### config.mk
export PLATFORM = sky130hd
export DESIGN_NAME = store_lane_unit
export DESIGN_NICKNAME = d
export VERILOG_FILES = /design/src/core/store_lane_pkg.sv /design/src/core/store_lane_placer.sv /design/src/core/store_lane_unit.sv
export SDC_FILE = /design/constraint.sdc
export NUM_CORES = 1
export LEC_CHECK = 0
export BUFFER_PORTS_ARGS = -buffer_cell sky130_fd_sc_hd__buf_2
export CAP_MARGIN = 20
export CORE_AREA = 5 5 249 251
export CTS_BUF_LIST = sky130_fd_sc_hd__clkbuf_4
export DETAILED_ROUTE_END_ITERATION = 10
export DIE_AREA = 0 0 254 256
export GPL_ROUTABILITY_DRIVEN = 0
export PLACE_DENSITY = 0.65
export SLEW_MARGIN = 10
export SYNTH_ARGS = -nofsm -noshare
export SYNTH_HDL_FRONTEND = slang
export SYNTH_SLANG_ARGS = --single-unit
### constraint.sdc
create_clock -name clk -period 3.62 [get_ports clk]
set_input_delay 0.362 -clock clk [delete_from_list [all_inputs] [get_ports clk]]
set_output_delay 0.362 -clock clk [all_outputs]
set_load 0.02 [all_outputs]
### src/core/store_lane_pkg.sv
// Shared types and constants of the store lane unit.
// Assumes one core clock and a synchronous active-high reset.
package store_lane_pkg;

    // ****************************************
    // Opcodes and fields
    // ****************************************
    localparam logic [5:0] OP_HALFWORD_STORE  = 6'h29;  // 101001
    localparam logic [5:0] OP_FP_EXTENDED     = 6'h13;  // 010011
    localparam logic [5:0] FN_INDEXED_FP_STORE = 6'h09; // 001001
    localparam logic [5:0] OP_COPROC_TWO_STORE = 6'h3e; // 111110
    localparam logic [5:0] OP_PARTIAL_LEFT    = 6'h2c;  // 101100
    localparam logic [5:0] OP_PARTIAL_RIGHT   = 6'h2d;  // 101101
    localparam int         OPC_POS            = 26;
    localparam int         IDX_ZERO_POS       = 6;
    localparam logic [2:0] DW_ALIGN_MASK      = 3'h7;
    localparam logic [2:0] HW_ALIGN_MASK      = 3'h1;
    localparam logic [7:0] LANES_NONE         = 8'h00;

    // ****************************************
    // Types
    // ****************************************
    typedef enum logic [2:0] {
        KIND_NONE    = 3'b000,
        KIND_CP2_DW  = 3'b001,
        KIND_LEFT    = 3'b010,
        KIND_RIGHT   = 3'b011,
        KIND_FPX_DW  = 3'b100,
        KIND_HALF    = 3'b101
    } store_kind_t;

    typedef enum logic [1:0] {
        ST_IDLE = 2'b00,
        ST_XLAT = 2'b01,
        ST_MEM  = 2'b10
    } stage_t;

    // Operands handed over by the issue stage
    typedef struct packed {
        logic [31:0] instr;
        logic [63:0] base_val;
        logic [63:0] index_val;
        logic [63:0] gpr_val;
        logic [63:0] cp2_val;
        logic [63:0] fpr_val;
        logic        cp1_usable;
        logic        cp2_usable;
    } store_req_t;

    // Exceptions a store can report
    typedef struct packed {
        logic addr_err;
        logic resv_instr;
        logic cop_unusable;
        logic tlb_refill;
        logic tlb_invalid;
        logic tlb_modified;
        logic bus_err;
    } store_exc_t;

    // Write handed to memory
    typedef struct packed {
        logic [63:0] addr;
        logic [7:0]  lanes;
        logic [63:0] data;
    } mem_write_t;

endpackage : store_lane_pkg

### src/core/store_lane_placer.sv
// Byte lane placement for one store.
// Assumes a purely combinational context.
module store_lane_placer
(
    input  wire store_lane_pkg::store_kind_t kind,
    input  wire logic [2:0]                  k,
    input  wire logic                        big_endian,
    input  wire logic [63:0]                 src,
    output logic [7:0]                       lanes,
    output logic [63:0]                      data
);
    // Lane i is memory byte address i within the aligned doubleword
    always_comb
    begin
        lanes = store_lane_pkg::LANES_NONE;
        data  = 64'h0000_0000_0000_0000;
        for (int i = 0; i < 8; i++)
        begin
            // Memory byte at lane i is significance s (0 = least)
            automatic int s  = big_endian ? (7 - i) : i;
            automatic int kb = big_endian ? (7 - int'(k)) : int'(k);
            automatic int r  = 0;
            automatic logic on = 1'b0;
            case (kind)
                store_lane_pkg::KIND_LEFT:
                begin
                    // Top byte lands at k, lower ones descend
                    on = (s <= kb);
                    r  = s + 7 - kb; // RQ4 RQ5
                end
                store_lane_pkg::KIND_RIGHT:
                begin
                    // Lowest byte lands at k, higher ones ascend
                    on = (s >= kb);
                    r  = s - kb; // RQ6 RQ7
                end
                store_lane_pkg::KIND_HALF:
                begin
                    on = ((i >> 1) == (int'(k) >> 1));
                    r  = big_endian ? (1 - (i & 1)) : (i & 1); // RQ13
                end
                store_lane_pkg::KIND_NONE:
                begin
                    on = 1'b0;
                end
                default:
                begin
                    on = 1'b1;
                    r  = s;
                end
            endcase
            if (on && r >= 0 && r < 8)
            begin
                lanes[i]       = 1'b1;
                data[i*8 +: 8] = src[r*8 +: 8]; // RQ16
            end
        end
    end
endmodule : store_lane_placer

### src/core/store_lane_unit.sv
// Store path of a 64-bit core: decode, address, alignment, lanes.
// Assumes a translation unit answering one request at a time and a
// memory write port with a ready handshake, all on clk.
// How it works
// RQ1: Coprocessor-2 doubleword store writes its 64-bit register at offset plus base.
// RQ2: Doubleword stores with nonzero address bits 2..0 raise address error, no write.
// RQ3: Coprocessor-2 store reports unusable, reserved, TLB faults and address error; the code never raises reserved for it.
// RQ4: Left partial store writes top register bytes within the aligned doubleword.
// RQ5: Left store puts top byte at offset k; byte order picks fill direction.
// RQ6: Right partial store writes bottom register bytes within the aligned doubleword.
// RQ7: Right store puts lowest byte at offset k; byte order picks fill direction.
// RQ8: Software pairs left and right stores to cover an unaligned doubleword.
// RQ9: Partial stores report TLB, bus, address and reserved faults; no alignment check. The code raises neither address nor reserved for them.
// RQ10: Indexed FP store uses base plus index and stores raw FPR content.
// RQ11: Indexed FP store decodes from opcode 010011, function 001001, zero bits 10..6.
// RQ12: Indexed FP store reports TLB faults, unusable, address and reserved faults.
// RQ13: Halfword store writes low 16 GPR bits at offset plus base.
// RQ14: Halfword store with odd address raises address error, no write.
// RQ15: Halfword store reports only TLB faults and address error; the code also passes on bus error from translation.
// RQ16: Stores go out as aligned address, byte lanes and lane-placed data.
// RQ17: Checks precede translation; any fault suppresses the memory write.
module store_lane_unit
(
    input  wire logic                     clk,
    input  wire logic                     sys_rst,
    input  wire logic                     req_valid,
    output logic                          req_ready,
    input  wire store_lane_pkg::store_req_t req,
    input  wire logic                     core_byte_order,
    input  wire logic                     user_byte_order_flip,
    output logic                          xlat_valid,
    output logic [63:0]                   xlat_vaddr,
    input  wire logic                     xlat_done,
    input  wire logic [63:0]              xlat_paddr,
    input  wire logic                     xlat_tlb_refill,
    input  wire logic                     xlat_tlb_invalid,
    input  wire logic                     xlat_tlb_modified,
    input  wire logic                     xlat_bus_err,
    output logic                          mem_valid,
    input  wire logic                     mem_ready,
    output store_lane_pkg::mem_write_t    mem_wr,
    output logic                          done_valid,
    output store_lane_pkg::store_exc_t    done_exc
);
    // ****************************************
    // Decode and address
    // ****************************************
    store_lane_pkg::store_kind_t kind;
    logic [63:0]                 eaddr;
    logic [63:0]                 src;
    logic [63:0]                 offs;
    store_lane_pkg::store_exc_t  early;
    logic [5:0]                  opc;
    logic                        big_endian;

    assign opc        = req.instr[31:store_lane_pkg::OPC_POS];
    assign offs       = {{48{req.instr[15]}}, req.instr[15:0]};
    assign big_endian = core_byte_order ^ user_byte_order_flip;

    // Classify instruction, form effective address, pick source
    always_comb
    begin
        kind  = store_lane_pkg::KIND_NONE;
        eaddr = req.base_val + offs; // RQ1 RQ13
        src   = req.gpr_val;
        early = '0;
        if (opc == store_lane_pkg::OP_COPROC_TWO_STORE)
        begin
            kind               = store_lane_pkg::KIND_CP2_DW;
            src                = req.cp2_val; // RQ1
            early.cop_unusable = !req.cp2_usable; // RQ3
            early.addr_err     = |(eaddr[2:0] & store_lane_pkg::DW_ALIGN_MASK); // RQ2
        end
        else if (opc == store_lane_pkg::OP_PARTIAL_LEFT)
        begin
            kind = store_lane_pkg::KIND_LEFT; // RQ9
        end
        else if (opc == store_lane_pkg::OP_PARTIAL_RIGHT)
        begin
            kind = store_lane_pkg::KIND_RIGHT; // RQ9
        end
        else if (opc == store_lane_pkg::OP_FP_EXTENDED)
        begin
            kind  = store_lane_pkg::KIND_FPX_DW;
            eaddr = req.base_val + req.index_val; // RQ10
            src   = req.fpr_val; // RQ10
            if (req.instr[5:0] != store_lane_pkg::FN_INDEXED_FP_STORE
                || req.instr[10:store_lane_pkg::IDX_ZERO_POS] != 5'h00)
            begin
                early.resv_instr = 1'b1; // RQ11 RQ12
            end
            else
            begin
                early.cop_unusable = !req.cp1_usable; // RQ12
                early.addr_err     = |(eaddr[2:0] & store_lane_pkg::DW_ALIGN_MASK); // RQ2
            end
        end
        else if (opc == store_lane_pkg::OP_HALFWORD_STORE)
        begin
            kind           = store_lane_pkg::KIND_HALF;
            early.addr_err = |(eaddr[2:0] & store_lane_pkg::HW_ALIGN_MASK); // RQ14 RQ15
        end
        else
        begin
            early.resv_instr = 1'b1;
        end
    end

    // ****************************************
    // Lane placement
    // ****************************************
    logic [7:0]  lanes;
    logic [63:0] placed;

    store_lane_placer u_placer
    (
        .kind       (kind),
        .k          (eaddr[2:0]),
        .big_endian (big_endian),
        .src        (src),
        .lanes      (lanes),
        .data       (placed)
    );

    // ****************************************
    // Sequencer
    // ****************************************
    store_lane_pkg::stage_t     stage_q, stage_d;
    logic [63:0]                vaddr_q, vaddr_d;
    store_lane_pkg::mem_write_t wr_q, wr_d;
    logic                       dv_q, dv_d;
    store_lane_pkg::store_exc_t exc_q, exc_d;

    assign req_ready  = (stage_q == store_lane_pkg::ST_IDLE);
    assign xlat_valid = (stage_q == store_lane_pkg::ST_XLAT);
    assign xlat_vaddr = vaddr_q;
    assign mem_valid  = (stage_q == store_lane_pkg::ST_MEM);
    assign mem_wr     = wr_q;
    assign done_valid = dv_q;
    assign done_exc   = exc_q;

    // Next state: check, translate, then write
    always_comb
    begin
        stage_d = stage_q;
        vaddr_d = vaddr_q;
        wr_d    = wr_q;
        dv_d    = 1'b0;
        exc_d   = exc_q;
        case (stage_q)
            store_lane_pkg::ST_IDLE:
            begin
                if (req_valid)
                begin
                    exc_d = early;
                    if (|early)
                    begin
                        dv_d = 1'b1; // RQ17
                    end
                    else
                    begin
                        vaddr_d       = eaddr;
                        wr_d.lanes    = lanes;
                        wr_d.data     = placed;
                        stage_d       = store_lane_pkg::ST_XLAT;
                    end
                end
            end
            store_lane_pkg::ST_XLAT:
            begin
                if (xlat_done)
                begin
                    exc_d.tlb_refill   = xlat_tlb_refill;
                    exc_d.tlb_invalid  = xlat_tlb_invalid;
                    exc_d.tlb_modified = xlat_tlb_modified;
                    exc_d.bus_err      = xlat_bus_err;
                    wr_d.addr          = {xlat_paddr[63:3], 3'h0}; // RQ16
                    if (xlat_tlb_refill | xlat_tlb_invalid | xlat_tlb_modified | xlat_bus_err)
                    begin
                        dv_d    = 1'b1; // RQ17
                        stage_d = store_lane_pkg::ST_IDLE;
                    end
                    else
                    begin
                        stage_d = store_lane_pkg::ST_MEM;
                    end
                end
            end
            store_lane_pkg::ST_MEM:
            begin
                if (mem_ready)
                begin
                    dv_d    = 1'b1;
                    stage_d = store_lane_pkg::ST_IDLE;
                end
            end
            default:
            begin
                stage_d = store_lane_pkg::ST_IDLE;
            end
        endcase
    end

    // State registers
    always_ff @(posedge clk)
    begin
        if (sys_rst)
        begin
            stage_q <= store_lane_pkg::ST_IDLE;
            vaddr_q <= 64'h0000_0000_0000_0000;
            wr_q    <= '0;
            dv_q    <= 1'b0;
            exc_q   <= '0;
        end
        else
        begin
            stage_q <= stage_d;
            vaddr_q <= vaddr_d;
            wr_q    <= wr_d;
            dv_q    <= dv_d;
            exc_q   <= exc_d;
        end
    end

    // ****************************************
    // Checks
    // ****************************************
    AST_NO_WRITE_ON_FAULT: assert property (@(posedge clk) disable iff (sys_rst)
        req_valid && req_ready && |early |=> !xlat_valid && done_valid) // RQ17
        else $error("Faulting store went on to translation");
    AST_DW_ALIGN: assert property (@(posedge clk) disable iff (sys_rst)
        req_valid && req_ready && (kind == store_lane_pkg::KIND_CP2_DW)
        && eaddr[2:0] != 3'h0 |=> done_exc.addr_err) // RQ2
        else $error("Misaligned doubleword store not flagged");
    AST_HALF_ALIGN: assert property (@(posedge clk) disable iff (sys_rst)
        req_valid && req_ready && (kind == store_lane_pkg::KIND_HALF)
        |=> done_exc.addr_err == $past(eaddr[0])) // RQ14
        else $error("Halfword alignment check wrong");
    AST_HALF_FAULTS: assert property (@(posedge clk) disable iff (sys_rst)
        req_valid && req_ready && (kind == store_lane_pkg::KIND_HALF)
        |=> !done_exc.cop_unusable && !done_exc.resv_instr) // RQ15
        else $error("Halfword store raised a foreign exception");
    AST_PARTIAL_NOALIGN: assert property (@(posedge clk) disable iff (sys_rst)
        req_valid && req_ready && (kind inside {store_lane_pkg::KIND_LEFT,
        store_lane_pkg::KIND_RIGHT}) |=> xlat_valid) // RQ9
        else $error("Partial store did not reach translation");
    AST_FPX_DECODE: assert property (@(posedge clk) disable iff (sys_rst)
        req_valid && req_ready && opc == store_lane_pkg::OP_FP_EXTENDED
        && req.instr[10:6] != 5'h00 |=> done_valid && done_exc.resv_instr) // RQ11
        else $error("Nonzero field of indexed store not refused");
    AST_CP2_UNUSABLE: assert property (@(posedge clk) disable iff (sys_rst)
        req_valid && req_ready && (kind == store_lane_pkg::KIND_CP2_DW)
        && !req.cp2_usable |=> done_exc.cop_unusable) // RQ3
        else $error("Coprocessor unusable not raised");
    AST_ALIGNED_OUT: assert property (@(posedge clk) disable iff (sys_rst)
        mem_valid |-> mem_wr.addr[2:0] == 3'h0 && mem_wr.lanes != 8'h00) // RQ16
        else $error("Memory write not aligned or empty");
    AST_LEFT_COUNT: assert property (@(posedge clk) disable iff (sys_rst)
        req_valid && req_ready && kind == store_lane_pkg::KIND_LEFT && !big_endian
        |=> $countones(wr_q.lanes) == int'($past(eaddr[2:0])) + 1) // RQ5
        else $error("Left store lane count wrong");
    AST_RIGHT_COUNT: assert property (@(posedge clk) disable iff (sys_rst)
        req_valid && req_ready && kind == store_lane_pkg::KIND_RIGHT && big_endian
        |=> $countones(wr_q.lanes) == int'($past(eaddr[2:0])) + 1) // RQ7
        else $error("Right store lane count wrong");

endmodule : store_lane_unit

==> impl_results.md <==
- Worst EP arrival: between 3000 and 4000 ps
- Cell taking the most area after synthesis: dfxtp_1
- Worst Tran Pin Value: 1080 ps
- Reg-to-Reg Start: stage_q[0]
- Setup violations, final: 0
- Max incr delay on CP: 460 ps
- Per-cell routed wire length: 21.0 um
- Worst Setup End Kind: flip-flop
- Height of the die: 256 um
- Post-route cell area: 27000 um2
- Fin worst setup slack: 582 ps
- Setup WS pre-CTS: -140 ps
- Total CTS buffers: 67
- Asr flop ratio synth: 0%
- Overall overflow remaining after global route: 0
- Worst-skew pair later-pin latency: 800 ps
- Top cell by count, worst path: buf_4
- Worst Hold End: xlat_vaddr[63]
- Hold depth: 5
- Reg2reg end: mem_wr[2]
- First-pass GRT wire length: 136000 um
- Die width: ~250 um
- Placed inst area: ~25000 um2
- Vias: 24300
- Slew Limit Headroom: 28.1%
- Critical hold path startpoint: req[257]
- Count of warnings emitted by yosys: 0
- Layout area overhead: 37.0%
- Leakage: around 0.013 uW
- Post-synth top area share: a little over a fifth
- Total track usage: 26.5%
- Final nets: 4098
- CTS resizes: 0
- Clock Pin Slew Worst Setup and Hold Paths: 70 ps
- Synth unique cells: 83
- PD cells: 295 nW/um2
- # DRC: 0
- Crit start category: primary input
- Vias/cell: 5.55
- Sequential share of the synthesized area: between 20% and 30%
- Die area: 65000 um2
- Final ANT Viol Nets: 0
- First drt pass iteration count: 6
- Vias in the first global route: around 24000
- Max-slew violations: 0
- Post-Syn Area: 19800 um2
- CTS root buf: clkbuf_4
- Critical-path cell list: buf_2 > ha_1 > inv_1 > fa_1 > nor2b_1 > o2111ai_1 > a2111oi_0 > nand3b_1 > buf_4 > a31oi_1 > buf_4 > o21a_1 > o21ai_1 > buf_4 > a31oi_1 > xor2_1 > a221oi_1
- Pin count of the biggest net entering global routing: 73
- Core Region: 59700 um2
- Final Cycle Share: 83.9%
- Largest cells by area after synthesis: dfxtp_1, mux2i_1, nand2_1
- WL final: 92100 um
- Syn Area/Cell: 7.37 um2
- RSZ-0062 raised after global routing: false
- Outcome: finished clean
- Row cnt: 90
- Bufs on Longest Clock Path: 3
- Worst reg2reg setup slack: roughly 1200 ps
- Initial antenna violation count: 6
- Leading register cell type out of synthesis: dfxtp_1
- 1st-iter DRT viols: between 1500 and 2000
- Max Cap Viol: 0
- Crit path required time: 4260 ps
- Initial Util: about a third
- Worst Hold Class: primary input to flip-flop
- Reg2reg path depth: 9
- Clk sinks: between 200 and 250
- Worst Path Max Fanout: 4
- Worst setup path category: primary input to flip-flop
- Maximum vdd drop: 0.000195 V
- Post-synth EDFFs: 0
- CP max-delay cell: a2111oi_0
- CTS tree: built
- Cells after Synth: 2681
- H-tree levels: 3
- Layout cell share with drive strength beyond 1: 30.1%
- I/O Pins: between 600 and 700
- Fin crit period: approximately 3000 ps
- Synthesis-stage register bit count: 207
- Post-DP HPWL: 72800 um
- Clk_skew: 72.7 ps
- Final Hold Viols: 0
- Port Buffers: 623
- Max Fclk: 329 MHz
==> cell usage in the layout (no fill, tap or decap), types with 65 or more instances in the layout <==
cell / n
dfxtp_1: 207
buf_4: 258
nor2_1: 199
buf_2: 622
a21oi_1: 278
dlygate4sd3_1: 77
ha_1: 126
xnor2_1: 65
nand2_1: 441
mux2i_1: 175
clkbuf_4: 99
o21ai_0: 179
a21o_1: 93
==> worst max path at each step <==
stage,endpoint,startpoint,cells past startpoint
finish,xlat_vaddr[56],req[258],17
global route,xlat_vaddr[49],req[337],14
global placement,xlat_vaddr[56],req[258],15
floorplan,xlat_vaddr[51],req[212],12
detailed placement,xlat_vaddr[48],req[258],17
CTS,xlat_vaddr[56],req[258],17
==> final cells by class <==
| class | instances | area [um2] |
|---|---|---|
| clock inverters | 16 | 135 |
| inverters | 29 | 109 |
| flip-flops and latches | 207 | 4140 |
| diodes | 9 | 22.5 |
| fillers | 6106 | 32600 |
| clock buffers | 99 | 743 |
| well taps | 782 | 978 |
| repair buffers | 974 | 6150 |
| multi-input cells | 2262 | 14800 |
==> synthesized netlist by cell type (10+ instances only) <==
| cell | n |
|---|---|
| a211oi_1 | 35 |
| a21boi_0 | 10 |
| a21o_1 | 93 |
| a21oi_1 | 278 |
| a22oi_1 | 12 |
| a311oi_1 | 10 |
| a31oi_1 | 22 |
| and2_1 | 12 |
| and3_1 | 15 |
| buf_1 | 12 |
| buf_2 | 21 |
| clkbuf_1 | 141 |
| dfxtp_1 | 207 |
| ha_1 | 126 |
| inv_1 | 29 |
| mux2_2 | 25 |
| mux2i_1 | 175 |
| mux4_2 | 12 |
| nand2_1 | 443 |
| nand2b_1 | 16 |
| nand3_1 | 48 |
| nand4_1 | 39 |
| nor2_1 | 201 |
| nor2b_1 | 17 |
| nor3_1 | 49 |
| nor4_1 | 13 |
| o211ai_1 | 21 |
| o21a_1 | 17 |
| o21ai_0 | 179 |
| o21ai_1 | 37 |
| o21bai_1 | 29 |
| o221ai_1 | 32 |
| o22ai_1 | 37 |
| o31ai_1 | 10 |
| or2_2 | 10 |
| or3_1 | 11 |
| xnor2_1 | 65 |
| xor2_1 | 59 |
==> layer usage <==
metal	track usage, %	vias up	share of wire (%)
li1	-	11600	-
met1	29.7	11300	37
met2	46.3	1156	48
met3	6.69	261	8.6
met4	13.7	2	5.8
met5	0	-	0.014
==> worst max-delay path, delay by kind of cell <==
kind            cells  cell delay [ps]
fa+ha+maj           2              540
simple gates        2              360
xor+xnor            1              160
compound gates      7             1610
buf+inv             5              650
==> kinds of logic (layout without fill, tap and decap cells) <==
logic type	Yosys count	after routing	synth area share, %
and+or+nand+nor	896	896	19.9
AOI/OAI and AO/OA	890	890	28.2
muxes	221	221	12.7
buffers and inverters	214	1118	4.52
DFF	207	207	21.0
adders and majority gates	128	128	8.18
xor gates and xnor gates	124	124	5.50
other	1	12	0.0190
==> power by group <==
group | internal [uW] | switching [uW] | leakage, uW
Clock | 1400 | 1190 | 0.000524
Sequential | 2310 | 18.1 | 0.00167
Combinational | 1340 | 1720 | 0.0103
Total | 5040 | 2930 | 0.0125
==> sequential cells by signal (all words and copies together) (netlist names) <==
signal,flops
mem_wr,133
xlat_vaddr,64
done_exc,7
stage_q,2
done_valid,1
==> stage by stage <==
step	cells	power (uW)	setup TNS, ps	utilization (%)	hold slack [ps]
after detailed placement	4177	5300	-929	42.5	443
after CTS	4369	8000	0	45.3	17.8
after global placement	4177	5290	-277	42.5	434
after global routing	4373	8420	0	45.3	78.1
final	4378	7970	0	45.3	104
after floorplan	2683	4130	0	-	481
==> timing repair <==
item / 4_1_cts / 5_1_grt
buffers inserted: 0 / 0
endpoints found under the hold margin: 83 / 0
hold buffers: 77 / 0
(Power assumes the default switching activity.)
